==> src/rtl/gbi_pkg.sv <==
// gbi_pkg: constants, pin bundle and state codes for the instrument bus port.
// assumes a 10 MHz ref_clk; bus lines are seen at pin level, low = asserted.
package gbi_pkg;

  // clock and handshake timing
  localparam int CLK_NS = 100;
  localparam int T_SETTLE_NS = 2000; // data set-up before the valid strobe
  localparam int SETTLE_CYC = (T_SETTLE_NS + CLK_NS - 1) / CLK_NS;
  localparam int CNT_W = 5;

  // addressing
  localparam logic [4:0] ADDR_DEF = 5'h10; // factory address, also used for switch 31
  localparam logic [4:0] ADDR_NONE = 5'h1f; // unlisten / untalk / illegal address

  // command group codes (bits 6:5 of a command byte)
  localparam logic [1:0] GRP_LISTEN = 2'h1;
  localparam logic [1:0] GRP_TALK = 2'h2;

  // universal and addressed commands (7-bit)
  localparam logic [6:0] CMD_GTL = 7'h01;
  localparam logic [6:0] CMD_SDC = 7'h04;
  localparam logic [6:0] CMD_DCL = 7'h14;
  localparam logic [6:0] CMD_SPE = 7'h18;
  localparam logic [6:0] CMD_SPD = 7'h19;

  // fifo shape in the receive path
  localparam int RX_W = 9;
  localparam int RX_DEPTH = 4;

  // status byte bit that carries the service request flag
  localparam int STB_RQS = 6;

  // raw pin sample, one field per bus line plus the address switch
  typedef struct packed {
    logic [4:0] addr;
    logic srq;
    logic ren;
    logic ifc;
    logic atn;
    logic eoi;
    logic dav;
    logic nrfd;
    logic ndac;
    logic [7:0] data;
  } gbi_pins_s;

  typedef enum logic [1:0] {A_IDLE, A_RDY, A_ACC} gbi_acc_e;
  typedef enum logic [1:0] {T_IDLE, T_SET, T_DAV, T_END} gbi_src_e;

endpackage : gbi_pkg

==> src/rtl/gbi_port.sv <==
// gbi_port: instrument bus port acting as talker, listener or controller.
// assumes open-drain transceivers outside: every *_o but data_o is fixed low, *_oe pulls the line.
`timescale 1ns/10ps

// small synchronous fifo, depth a power of two
module gbi_fifo #(
  parameter int W = 9,
  parameter int DEPTH = 4
) (
  input wire logic clk,
  input wire logic rst_n,
  input wire logic in_valid,
  output logic in_ready,
  input wire logic [W-1:0] in_data,
  output logic out_valid,
  input wire logic out_ready,
  output logic [W-1:0] out_data
);
  localparam int AW = $clog2(DEPTH);

  if ((DEPTH < 2) || ((DEPTH & (DEPTH - 1)) != 0)) begin : g_bad_depth
    $error("gbi_fifo: DEPTH must be a power of two, at least 2");
  end

  typedef struct packed {
    logic [DEPTH-1:0][W-1:0] mem;
    logic [AW-1:0] wp;
    logic [AW-1:0] rp;
    logic [AW:0] cnt;
  } gbi_fifo_s;

  gbi_fifo_s q, d;
  logic push, pop;

  // full and empty come straight from the count, so ready really drops
  assign in_ready = (q.cnt != (AW+1)'(DEPTH));
  assign out_valid = (q.cnt != '0);
  assign out_data = q.mem[q.rp];
  assign push = in_valid & in_ready;
  assign pop = out_valid & out_ready;

  // pointer and count update
  always_comb begin
    d = q;
    if (push) begin
      d.mem[q.wp] = in_data;
      d.wp = q.wp + 1'b1;
    end
    if (pop) begin
      d.rp = q.rp + 1'b1;
    end
    if (push && !pop) begin
      d.cnt = q.cnt + 1'b1;
    end else if (pop && !push) begin
      d.cnt = q.cnt - 1'b1;
    end
  end

  always_ff @(posedge clk) begin
    if (!rst_n) begin
      q <= '0;
    end else begin
      q <= d;
    end
  end
endmodule : gbi_fifo

module gbi_port
  import gbi_pkg::*;
(
  input wire logic ref_clk,
  input wire logic reset_n,
  input wire logic [7:0] data_i,
  output logic [7:0] data_o,
  output logic data_oe,
  input wire logic dav_i,
  output logic dav_o,
  output logic dav_oe,
  input wire logic nrfd_i,
  output logic nrfd_o,
  output logic nrfd_oe,
  input wire logic ndac_i,
  output logic ndac_o,
  output logic ndac_oe,
  input wire logic atn_i,
  output logic atn_o,
  output logic atn_oe,
  input wire logic eoi_i,
  output logic eoi_o,
  output logic eoi_oe,
  input wire logic srq_i,
  output logic srq_o,
  output logic srq_oe,
  input wire logic ren_i,
  output logic ren_o,
  output logic ren_oe,
  input wire logic ifc_i,
  output logic ifc_o,
  output logic ifc_oe,
  input wire logic [4:0] addr_sw_i,
  input wire logic ctl_mode_i,
  input wire logic ctl_atn_i,
  input wire logic ctl_ren_i,
  input wire logic ctl_ifc_i,
  input wire logic tx_valid,
  input wire logic [7:0] tx_data,
  input wire logic tx_eoi,
  output logic tx_ready,
  output logic rx_valid,
  output logic [7:0] rx_data,
  output logic rx_eoi,
  input wire logic rx_ready,
  input wire logic srq_req_i,
  input wire logic [7:0] stb_i,
  input wire logic ppoll_en_i,
  input wire logic ppoll_sense_i,
  input wire logic [2:0] ppoll_line_i,
  output logic talk_o,
  output logic listen_o,
  output logic remote_o,
  output logic srq_seen_o,
  output logic dev_clear_o
);

  if (SETTLE_CYC < 1 || SETTLE_CYC >= (1 << CNT_W)) begin : g_bad_settle
    $error("gbi_port: settle count does not fit its counter");
  end

  typedef struct packed {
    gbi_pins_s s1; // first sync stage, read only by s2
    gbi_pins_s s2;
    gbi_acc_e ast;
    gbi_src_e tst;
    logic lstn;
    logic tlk;
    logic spoll;
    logic remote;
    logic rqs;
    logic req_prev;
    logic tsp; // byte in flight is a status byte
    logic teoi;
    logic [7:0] tbyte;
    logic [7:0] dout;
    logic [CNT_W-1:0] cnt;
    logic clr;
  } gbi_port_s;

  gbi_port_s q, d;
  gbi_pins_s raw;
  logic atn_as, eoi_as, dav_as, nrfd_as, ndac_as, ren_as, ifc_as;
  logic [4:0] my_addr;
  logic [6:0] cmd;
  logic acc_en, src_en, sp_send, ppoll_act, rx_push, rx_in_ready, cmd_take;

  // every bus line and the switch pass two flops before use
  assign raw = '{addr: addr_sw_i, srq: srq_i, ren: ren_i, ifc: ifc_i, atn: atn_i,
                 eoi: eoi_i, dav: dav_i, nrfd: nrfd_i, ndac: ndac_i, data: data_i};

  // lines are active low on the wire
  assign atn_as = ~q.s2.atn;
  assign eoi_as = ~q.s2.eoi;
  assign dav_as = ~q.s2.dav;
  assign nrfd_as = ~q.s2.nrfd;
  assign ndac_as = ~q.s2.ndac;
  assign ren_as = ~q.s2.ren;
  assign ifc_as = ~q.s2.ifc;
  assign cmd = ~q.s2.data[6:0];

  // switch value 31 is not a legal address, so fall back to the default
  assign my_addr = (q.s2.addr == ADDR_NONE) ? ADDR_DEF : q.s2.addr;

  // acceptor joins every command handshake, data only when addressed
  assign acc_en = atn_as | q.lstn;

  // talker drives only with attention off; in controller mode it sends commands
  assign src_en = ctl_mode_i ? (ctl_atn_i | (q.tlk & ~atn_as))
                             : (q.tlk & ~atn_as);
  assign sp_send = q.spoll & q.tlk & ~atn_as & ~ctl_mode_i;

  // parallel poll answer: one data line, only while attention and end-identify
  assign ppoll_act = atn_as & eoi_as & ppoll_en_i & ~ctl_mode_i
                     & (srq_req_i == ppoll_sense_i);

  assign rx_push = (q.ast == A_RDY) & dav_as & ~atn_as & q.lstn;
  assign cmd_take = (q.ast == A_RDY) & dav_as & atn_as;

  // open-drain lines: control levels fixed low, data_o carries the byte, the enable does the driving
  assign data_o = q.dout;
  assign dav_o = 1'b0;
  assign nrfd_o = 1'b0;
  assign ndac_o = 1'b0;
  assign atn_o = 1'b0;
  assign eoi_o = 1'b0;
  assign srq_o = 1'b0;
  assign ren_o = 1'b0;
  assign ifc_o = 1'b0;

  assign data_oe = ((q.tst != T_IDLE) & src_en) | ppoll_act;
  assign dav_oe = (q.tst == T_DAV) & src_en;
  // command bytes never carry end-identify: with attention it would read as a poll
  assign eoi_oe = (q.tst != T_IDLE) & src_en & q.teoi & ~atn_as & ~atn_oe;
  assign nrfd_oe = acc_en & (q.ast != A_RDY);
  assign ndac_oe = acc_en & (q.ast != A_ACC);
  assign srq_oe = q.rqs & ~ctl_mode_i;
  assign atn_oe = ctl_mode_i & ctl_atn_i;
  assign ren_oe = ctl_mode_i & ctl_ren_i;
  assign ifc_oe = ctl_mode_i & ctl_ifc_i;

  // a user byte is consumed only once every listener has accepted it
  assign tx_ready = (q.tst == T_DAV) & src_en & ~ndac_as & ~q.tsp;

  assign talk_o = q.tlk;
  assign listen_o = q.lstn;
  assign remote_o = q.remote;
  assign srq_seen_o = ~q.s2.srq;
  assign dev_clear_o = q.clr;

  // receive buffer: when full the acceptor keeps not-ready asserted for data bytes; commands under attention still pass
  gbi_fifo #(
    .W(RX_W),
    .DEPTH(RX_DEPTH)
  ) u_rx_fifo (
    .clk(ref_clk),
    .rst_n(reset_n),
    .in_valid(rx_push),
    .in_ready(rx_in_ready),
    .in_data({eoi_as, ~q.s2.data}),
    .out_valid(rx_valid),
    .out_ready(rx_ready),
    .out_data({rx_eoi, rx_data})
  );

  // next-state logic for sync, acceptor, source and addressing
  always_comb begin
    d = q;
    d.s1 = raw;
    d.s2 = q.s1;
    d.clr = 1'b0;
    d.req_prev = srq_req_i;

    // acceptor handshake
    unique case (q.ast)
      A_IDLE: begin
        if (acc_en && (atn_as || rx_in_ready)) begin
          d.ast = A_RDY;
        end
      end
      A_RDY: begin
        if (!acc_en || (!atn_as && !rx_in_ready)) begin
          d.ast = A_IDLE;
        end else if (dav_as) begin
          d.ast = A_ACC;
        end
      end
      A_ACC: begin
        if (!dav_as || !acc_en) begin
          d.ast = A_IDLE; // not-accepted reasserted before next byte
        end
      end
      default: d.ast = A_IDLE;
    endcase

    // command decode; addressing comes only from the active controller
    if (cmd_take) begin
      if (cmd[6:5] == GRP_LISTEN) begin
        if (cmd[4:0] == ADDR_NONE) begin
          d.lstn = 1'b0;
        end else if (cmd[4:0] == my_addr) begin
          d.lstn = 1'b1;
          d.remote = q.remote | ren_as;
        end
      end else if (cmd[6:5] == GRP_TALK) begin
        d.tlk = (cmd[4:0] == my_addr);
      end else if (cmd == CMD_GTL && q.lstn) begin
        d.remote = 1'b0;
      end else if (cmd == CMD_DCL || (cmd == CMD_SDC && q.lstn)) begin
        d.clr = 1'b1;
      end else if (cmd == CMD_SPE) begin
        d.spoll = 1'b1;
      end else if (cmd == CMD_SPD) begin
        d.spoll = 1'b0;
      end
    end

    // source handshake; losing src_en drops data and valid at once
    unique case (q.tst)
      T_IDLE: begin
        if (src_en && (sp_send || tx_valid)) begin
          d.tsp = sp_send;
          d.tbyte = sp_send ? {stb_i[7], q.rqs, stb_i[5:0]} : tx_data;
          d.teoi = ~sp_send & tx_eoi;
          d.cnt = CNT_W'(SETTLE_CYC - 1);
          d.tst = T_SET;
        end
      end
      T_SET: begin
        if (q.cnt != '0) begin
          d.cnt = q.cnt - 1'b1;
        end else if (!nrfd_as && ndac_as) begin
          d.tst = T_DAV;
        end
      end
      T_DAV: begin
        if (!ndac_as) begin
          d.tst = T_END;
        end
      end
      T_END: begin
        if (ndac_as) begin
          d.tst = T_IDLE;
        end
      end
    endcase
    if (!src_en) begin
      d.tst = T_IDLE;
    end
    d.dout = ppoll_act ? ~(8'h01 << ppoll_line_i) : ~d.tbyte;

    // service request: rising request sets, an accepted status byte clears
    if (q.tst == T_DAV && !ndac_as && q.tsp && src_en) begin
      d.rqs = 1'b0;
    end
    if (srq_req_i && !q.req_prev) begin
      d.rqs = 1'b1;
    end

    // remote lasts only while enable is held
    if (!ren_as) begin
      d.remote = 1'b0;
    end

    // interface clear returns talker, listener, serial poll and both handshakes to base state
    if (ifc_as) begin
      d.lstn = 1'b0;
      d.tlk = 1'b0;
      d.spoll = 1'b0;
      d.ast = A_IDLE;
      d.tst = T_IDLE;
    end
  end

  // single state register; lines reset to released level
  always_ff @(posedge ref_clk) begin
    if (!reset_n) begin
      q <= '0;
      q.s1 <= '1;
      q.s2 <= '1;
    end else begin
      q <= d;
    end
  end
endmodule : gbi_port

==> config.mk <==
export PLATFORM = sky130hd
export DESIGN_NAME = gbi_port
export DESIGN_NICKNAME = d
export VERILOG_FILES = /design/src/rtl/gbi_pkg.sv /design/src/rtl/gbi_port.sv
export SDC_FILE = /design/constraint.sdc
export NUM_CORES = 1
export LEC_CHECK = 0
export BUFFER_PORTS_ARGS = -buffer_cell sky130_fd_sc_hd__buf_2
export CAP_MARGIN = 20
export CORE_MARGIN = 3
export CORE_UTILIZATION = 40
export CTS_CLUSTER_SIZE = 25
export DETAILED_ROUTE_END_ITERATION = 8
export GPL_TIMING_DRIVEN = 1
export PLACE_DENSITY = 0.58
export SLEW_MARGIN = 20
export SYNTH_ARGS = -nofsm -noshare
export SYNTH_HDL_FRONTEND = slang
export SYNTH_SLANG_ARGS = --single-unit
==> constraint.sdc <==
create_clock -name ref_clk -period 2.35 [get_ports ref_clk]
set_input_delay 0.47 -clock ref_clk [delete_from_list [all_inputs] [get_ports ref_clk]]
set_output_delay 0.47 -clock ref_clk [all_outputs]
set_load 0.01 [all_outputs]
==> results of run 1 <==
[synth_stat cells (6+ instances only)]
cell	instances	share of area [%]
nand4_1	7	0.83
clkbuf_1	18	1.3
and3_1	8	0.95
nand3_1	6	0.57
inv_1	19	1.4
and2_1	10	1.2
a211oi_2	36	8.6
nand2_1	29	2.1
ha_1	14	3.3
nand2b_1	52	6.2
mux4_2	9	3.8
a21oi_1	14	1.3
nor2_1	56	4.0
xnor2_1	7	1.2
dfxtp_1	119	45
buf_4	17	2.4
a31oi_1	7	0.83
o21ai_1	9	0.86
buf_2	6	0.57
mux2i_1	11	2.1
[sequential cells by signal (all words and copies together), names as in the netlist]
signal	cells
d	21
data_o	8
dev_clear_o	1
listen_o	1
q	43
remote_o	1
talk_o	1
u_rx_fifo.q	43
[routing by layer]
metal  vias up  GRT usage (%)  wire, um
met5         -              0         0
met4         0          6.870       140
met3        12          5.051       403
met2        63          26.16      5404
met1      1785          19.72      5065
li1       1949              -         -
[worst reg2reg max path, stage by stage (launching register included)]
cell and delay, ps:
dfxtp_1 360, or3_1 420, nand2_2 120, ha_1 180, inv_1 60, fa_1 370
xor2_1 170, or3_1 300, a21oi_1 140
[cell families after synthesis]
| family | share of synthesized area (%) |
|---|---|
| DFF | 45.25 |
| buffers and inverters | 7.771 |
| other | 0.07122 |
| adders and majority gates | 3.707 |
| AOI/OAI and AO/OA | 15.64 |
| xor gates and xnor gates | 1.996 |
| muxes | 5.941 |
| and+or+nand+nor | 19.63 |
[how the worst min path moves through the flow]
| stage | startpoint | end | cells past startpoint |
|---|---|---|---|
| 6_report | data_i[1] | d[35] | 2 |
| 5_1_grt | eoi_i | d[45] | 2 |
| 4_1_cts | eoi_i | d[45] | 2 |
| 3_5_place_dp | d[34] | q[34] | 1 |
| 3_3_place_gp | d[47] | q[47] | 1 |
| 2_1_floorplan | d[34] | q[34] | 1 |
[final cells by class]
class                      count  area share, %
clock buffer                  23          7.515
clock inverter                 9          2.676
inverter                      21          1.239
multi-input combinational    345          39.35
sequential                   119          37.46
tap                          172          3.384
timing repair buffer          97          8.381
[power groups by stage]
stage	clock [mW]	sequential [mW]	combinational (mW)
3_3_place_gp	0	2.16	0.272
3_5_place_dp	0	2.17	0.278
2_1_floorplan	0	2.14	0.212
4_1_cts	2.88	2.12	0.279
5_1_grt	2.98	2.13	0.310
6_report	2.82	2.12	0.277
[through the flow]
stage                     area, um2  worst slack (ps)  hold slack (ps)
final                          6360             113.0            231.7
after CTS                      6357             127.3            217.7
after global routing           6360             20.32            213.4
after detailed placement       5709             178.7            393.3
after floorplan                5291             208.1            386.3
after global placement         5709             242.6            391.6
==> flow_summary.json, run 1 <==
{
  "relSlewSlack_pct": 62.00,
  "syn_inst": 527,
  "dieWidth_um": 120.7,
  "cp.depth": 4,
  "r2r-end": "u_rx_fifo.q[2]",
  "clock_skew_ps": 11.29,
  "rr_worst_depth": 8,
  "fin_cells": 786,
  "cp-start-kind": "flip-flop",
  "drt-initial-drc-count": 189,
  "crit_path_max_incr_delay_ps": 380,
  "cts_inserted_buffers": 17,
  "cellPowerDensity_mw_per_mm2": 820.5,
  "p_sw_mw": 1.053,
  "die_h_um": 120.7,
  "slowest_stage": "dfxtp_1",
  "fin_crit_sh_pct": 95.19,
  "slew_viol_final": 0,
  "area_delta_synth_final_pct": 20.79,
  "gp_congestion": 0.7960,
  "synth_edf_count": 0,
  "track_usage_pct": 16.10,
  "setup_violations": 0,
  "grt_pass1_vias": 3863,
  "dr.pass1.iters": 4,
  "min_period_ps": 2237,
  "grt_max_degree": 44,
  "clock_latency_ps": 410,
  "core_area_mm2": 0.01272,
  "vias_per_cell": 4.846,
  "maxCapViolCount": 0,
  "hold_violations": 0,
  "start_util_pct": 41.38,
  "yosys_warnings": 0,
  "synth-seq-cells": 119,
  "worstReg2RegStart": "u_rx_fifo.q[1]",
  "clock_sinks": 119,
  "critical_path_class": "reg2out",
  "path_delay_family": "flip-flops",
  "seq_area_frac_synth_pct": 45.25,
  "power.total_mw": 5.219,
  "cts_setup_buffers": 0,
  "vias": 3809,
  "dp_hpwl_mm": 7.837,
  "p_leak_nw": 2.651,
  "cts_tree": "built",
  "gr-total-overflow": 0,
  "ys.flop_type": "dfxtp_1",
  "ctsHtreeMaxLevel": 4,
  "crit_end": "eoi_oe",
  "drive_gt1_share_pct": 28.66,
  "power_frac_seq_pct": 40.7,
  "drc": 0,
  "syn_avg_cell_area_um2": 9.991,
  "p_clk_share_pct": 54.0,
  "finish.utilization_pct": 49.99,
  "nets": 668,
  "multiInputGateArea_mm2": 0.002502,
  "status": "finished, final reports clean",
  "grt_pass1_wl_mm": 18.24,
  "crit_fanout": 6,
  "ctsHoldBuffers": 0,
  "placementRows": 41,
  "final_cell_mix": "119 x dfxtp_1, 83 x buf_2, 56 x nor2_1",
  "cp_num_buf_inv": 2,
  "arrival_ps": 1770,
  "cts_root_buffer": "clkbuf_16",
  "async_reset_ff_share_pct": 0,
  "io_pins": 93,
  "crit_path_end_kind": "output pin",
  "r2r_setup_slack_ps": 170,
  "place_inst": 754,
  "seqCellArea_mm2": 0.002382,
  "irDropWorstVdd_mv": 0.5824,
  "final_common_cell": "dfxtp_1",
  "wl_per_cell_um": 14.01,
  "netlist_area_mm2": 0.005265,
  "internal_power_mw": 4.165,
  "combPwrFrac_pct": 5.3,
  "wirelength_mm": 11.01,
  "critPathLaunch": "q[30]",
  "fmax_mhz": 447.0,
  "fin_tns_setup_ps": 0,
  "min_path_type": "in2reg",
  "rsz0062_at_grt": "false",
  "nFillCells": 1224,
  "tightest_slew_ps": 568.5,
  "ys_types": 53,
  "port_buffers": 83,
  "antenna_found_initial": 0,
  "cts_resized": 0,
  "die_area_mm2": 0.01458,
  "n_antenna_cell": 0,
  "cp_cell_sequence": "inv_1 > ha_1 > nor4b_1 > buf_2",
  "critPathRequiredTime_ps": 1880,
  "path_clk_slew_ps": 50,
  "cts.path.max_buffers": 2,
  "ant_nets": 0,
  "p_sw_share_pct": 20.18
}
(Power assumes the default switching activity.)
==> run 2, diff against run 1 <==
- CORE_UTILIZATION: 40 -> 56
- PLACE_DENSITY: 0.58 -> 0.78
==> flow_summary.json, run 2 (synthesis results as in run 1) <==
{
  "status": "finished, final reports clean",
  "placementRows": 34,
  "ant_nets": 0,
  "drt-initial-drc-count": 199,
  "use_met1_pct": 25.73,
  "vias": 3927,
  "port_buffers": 83,
  "maxCapViolCount": 0,
  "final_common_cell": "dfxtp_1",
  "crit_path_end_kind": "output pin",
  "dp_hpwl_mm": 7.283,
  "dr.pass1.iters": 4,
  "hold_violations": 0,
  "clock_skew_ps": 10.82,
  "cts_inserted_buffers": 17,
  "wirelength_mm": 10.57,
  "track_usage_pct": 21.01,
  "arrival_ps": 1780,
  "p_leak_nw": 2.595,
  "dieWidth_um": 103.0,
  "cts_setup_buffers": 0,
  "core_area_mm2": 0.008934,
  "grt_max_degree": 49,
  "cts_tree": "built",
  "die_h_um": 103.0,
  "setup_violations": 0,
  "drc": 0,
  "grt_pass1_vias": 3795,
  "cellPowerDensity_mw_per_mm2": 763.9,
  "gp_congestion": 0.8854,
  "gr-total-overflow": 0,
  "cts.path.max_buffers": 2,
  "crit_fanout": 9,
  "ctsHoldBuffers": 0,
  "place_inst": 692,
  "vias_per_cell": 5.439,
  "nets": 670,
  "slew_viol_final": 0,
  "min_path_type": "in2reg",
  "busiest_layer": "met2",
  "critical_path_class": "reg2out",
  "start_util_pct": 58.94,
  "path_clk_slew_ps": 60,
  "die_area_mm2": 0.01060,
  "relSlewSlack_pct": 64.23,
  "fin_crit_sh_pct": 95.74,
  "n_antenna_cell": 0,
  "clock_sinks": 119,
  "io_pins": 93,
  "finish.utilization_pct": 69.40,
  "tightest_slew_ps": 535.2,
  "fin_tns_setup_ps": 0,
  "final_cell_mix": "119 x dfxtp_1, 83 x buf_2, 56 x nor2_1",
  "fin_cells": 722,
  "ctsHtreeMaxLevel": 4,
  "clock_latency_ps": 510,
  "antenna_found_initial": 0,
  "use_met3_pct": 5.954,
  "irDropWorstVdd_mv": 0.7353,
  "cts_resized": 0,
  "grtUsageMet2_pct": 34.58,
  "drive_gt1_share_pct": 28.99,
  "critPathRequiredTime_ps": 1880,
  "cp-start-kind": "flip-flop",
  "power.total_mw": 4.736,
  "fmax_mhz": 444.5,
  "cts_root_buffer": "clkbuf_8",
  "area_delta_synth_final_pct": 17.75,
  "min_period_ps": 2250,
  "wl_per_cell_um": 14.64,
  "grt_pass1_wl_mm": 17.30
}
==> run 2: worst paths after layout <==
check            startpoint             end  slack, ps  cells past startpoint
max          u_rx_fifo.q[3]      rx_data[4]        100                      3
min                  nrfd_i           d[43]        140                      2
max reg2reg  u_rx_fifo.q[1]  u_rx_fifo.q[2]        140                      8
min reg2reg           d[36]           q[36]        400                      1
==> run 2: report_power, final <==
part | internal, mW | leakage (nW) | total [mW] | switching, mW
clock | 1.45 | 0.255 | 2.34 | 0.891
sequential | 2.08 | 0.974 | 2.12 | 0.0409
combinational | 0.127 | 1.37 | 0.276 | 0.148
==> run 2: metal layers <==
metal | share of wire (%) | vias up
met2 | 49 | 95
met3 | 4.8 | 17
met1 | 44 | 1858
li1 | - | 1957
met4 | 2.0 | 0
met5 | 0 | -
==> run 2: cell type report <==
cell class	count	area [um2]
Clock buffer	20	445.4
Clock inverter	10	100.1
Fill cell	693	2734
Inverter	21	78.83
Multi-Input combinational cell	345	2506
Sequential cell	119	2382
Tap cell	108	135.1
Timing Repair Buffer	99	551.8
==> run 2: metrics by stage <==
step | hold WS, ps | area (um2) | setup slack [ps]
3_5_place_dp | 392.5 | 5644 | 142.6
4_1_cts | 108.8 | 6190 | 11.62
5_1_grt | 115.2 | 6200 | -3.233
2_1_floorplan | 386.3 | 5291 | 208.1
3_3_place_gp | 391.1 | 5644 | 254.3
6_report | 138.9 | 6200 | 100.2
==> run 2: worst max-delay path, stage by stage, from the launching register on <==
cell	delay [ps]
dfxtp_1	380
buf_6	200
mux4_2	530
buf_2	160
==> run 3, diff against run 2 <==
- ABC_AREA: unset -> 1
- CAP_MARGIN: 20 -> 10
- CORE_UTILIZATION: 56 -> 55
- PLACE_DENSITY: 0.78 -> 0.77
==> flow_summary.json, run 3 <==
{
  "fin_tns_setup_ps": 0,
  "drive_gt1_share_pct": 24.17,
  "setup_violations": 0,
  "min_period_ps": 2256,
  "start_util_pct": 57.77,
  "irDropWorstVdd_mv": 0.6847,
  "syn_inst": 670,
  "post-synth-top-count-cell": "dfxtp_1",
  "whs_ps": 127.0,
  "slew_viol_final": 0,
  "status": "finished, final reports clean",
  "yosysTopAreaCell": "dfxtp_1",
  "rsz0062_at_grt": "false",
  "grt_pass1_vias": 4444,
  "drt-initial-drc-count": 333,
  "synthTopCellsByCount": "119 x dfxtp_1, 95 x nand2_1, 70 x inv_1, 60 x nand3_1, 54 x a21oi_1",
  "die_area_mm2": 0.01058,
  "gr-total-overflow": 0,
  "hold_start": "addr_sw_i[3]",
  "final_common_cell": "dfxtp_1",
  "seq_area_frac_synth_pct": 46.16,
  "io_pins": 93,
  "r2r-end": "u_rx_fifo.q[2]",
  "cts_inserted_buffers": 17,
  "wl_per_cell_um": 14.46,
  "yosys_warnings": 0,
  "grt_max_degree": 50,
  "crit_fanout": 20,
  "critPathRequiredTime_ps": 1880,
  "dp_hpwl_mm": 8.344,
  "dieWidth_um": 102.9,
  "nets": 811,
  "path_clk_slew_ps": 60,
  "rr_worst_depth": 12,
  "worstHoldPathCells": 2,
  "hold_violations": 0,
  "final_cell_mix": "118 x dfxtp_1, 94 x nand2_1, 83 x buf_2",
  "vias": 4720,
  "min_to": "d[53]",
  "wirelength_mm": 12.51,
  "cts_root_buffer": "clkbuf_8",
  "grt_pass1_wl_mm": 20.53,
  "dr.pass1.iters": 5,
  "port_buffers": 83,
  "gp_congestion": 0.8626,
  "relSlewSlack_pct": 60.24,
  "maxCapViolCount": 0,
  "clock_latency_ps": 520,
  "r2r_setup_slack_ps": 230,
  "power.total_mw": 5.293,
  "ys_types": 36,
  "worstReg2RegStart": "q[33]",
  "place_inst": 832,
  "ctsHtreeMaxLevel": 4,
  "syn_avg_cell_area_um2": 7.703,
  "vias_per_cell": 5.457,
  "fin_crit_sh_pct": 95.98,
  "n_antenna_cell": 0,
  "ant_nets": 0,
  "async_reset_ff_share_pct": 0,
  "ys.flop_type": "dfxtp_1",
  "arrival_ps": 1790,
  "clock_skew_ps": 8.967,
  "core_area_mm2": 0.008934,
  "placementRows": 34,
  "synth_top_area_share_pct": 46.16,
  "fin_cells": 865,
  "min_path_type": "in2reg",
  "synth-seq-cells": 119,
  "synth_edf_count": 0,
  "clock_sinks": 119,
  "track_usage_pct": 24.96,
  "netlist_area_mm2": 0.005161,
  "cp-start-kind": "flip-flop",
  "p_leak_nw": 2.785,
  "crit_path_end_kind": "output pin",
  "die_h_um": 102.9,
  "tightest_slew_ps": 595.6,
  "antenna_found_initial": 0,
  "ctsHoldBuffers": 0,
  "synth.area.top_cells": "dfxtp_1 46%, nand2_1 6.9%, nand3_1 5.8%",
  "cts_tree": "built",
  "cellPowerDensity_mw_per_mm2": 859.4,
  "finish.utilization_pct": 68.95,
  "drc": 0,
  "fmax_mhz": 443.3,
  "cts.path.max_buffers": 2,
  "area_delta_synth_final_pct": 19.35,
  "critical_path_class": "reg2out"
}
run 3: cell types whose count changed after synthesis, moves of 40 or more:
cell / change
nand2_1: +66
nand2b_1: -52
a21oi_1: +40
or2_2: +41
inv_1: +51
nand3_1: +54
run 3: per-stage QoR:
step	instance area (um2)	setup WS [ps]
finish	6160	94.42
global route	6160	2.612
CTS	6133	6.944
detailed placement	5575	198.9
global placement	5575	370.5
floorplan	5187	277.2
run 3: layout make-up:
| cell class | instances | area [um2] |
|---|---|---|
| Clock buffer | 17 | 414.1 |
| Clock inverter | 15 | 143.9 |
| Fill cell | 723 | 2774 |
| Inverter | 74 | 282.8 |
| Multi-Input combinational cell | 440 | 2305 |
| Sequential cell | 119 | 2384 |
| Tap cell | 108 | 135.1 |
| Timing Repair Buffer | 92 | 495.5 |
run 3: worst max-delay path: stages, from the launching register on:
cell        delay, ps
dfxtp_1           370
clkinvlp_4        320
o21ai_0           290
o22ai_1           130
buf_2             160
run 3: metal layers:
layer | vias up | wire length (um) | track usage (%)
li1 | 2327 | - | -
met1 | 2178 | 5187 | 31.00
met3 | 21 | 944 | 7.307
met4 | 0 | 229 | 11.65
met5 | - | 0 | 0
met2 | 194 | 6150 | 40.07
run 3: worst max-delay path by stage:
stage	start	to	slack, ps	cells past startpoint
after detailed placement	q[33]	u_rx_fifo.q[2]	200	12
after floorplan	q[46]	u_rx_fifo.q[2]	280	12
after global routing	u_rx_fifo.q[3]	rx_data[5]	3	4
after CTS	talk_o	tx_ready	7	5
final	u_rx_fifo.q[3]	rx_data[5]	90	4
after global placement	q[33]	u_rx_fifo.q[2]	370	12
run 3: cell families after synthesis:
kind of cell	synth area share, %
compound gates	13.94
xor+xnor	0.5092
fa+ha+maj	3.782
buf+inv	9.963
flops	46.16
other cells	0.07266
simple gates	25.58
run 3: report_power, final:
| part | leakage, nW | internal (mW) | switching (mW) |
|---|---|---|---|
| Combinational | 1.54 | 0.270 | 0.447 |
| Clock | 0.268 | 1.42 | 0.991 |
| Sequential | 0.975 | 2.11 | 0.0556 |
run 3: repair_timing:
action | 4_1_cts | 5_1_grt
endpoints found under the setup margin | 0 | 6
resized for setup | 0 | 7
hold endpoints to repair | 0 | 0
setup buffers | 0 | 1
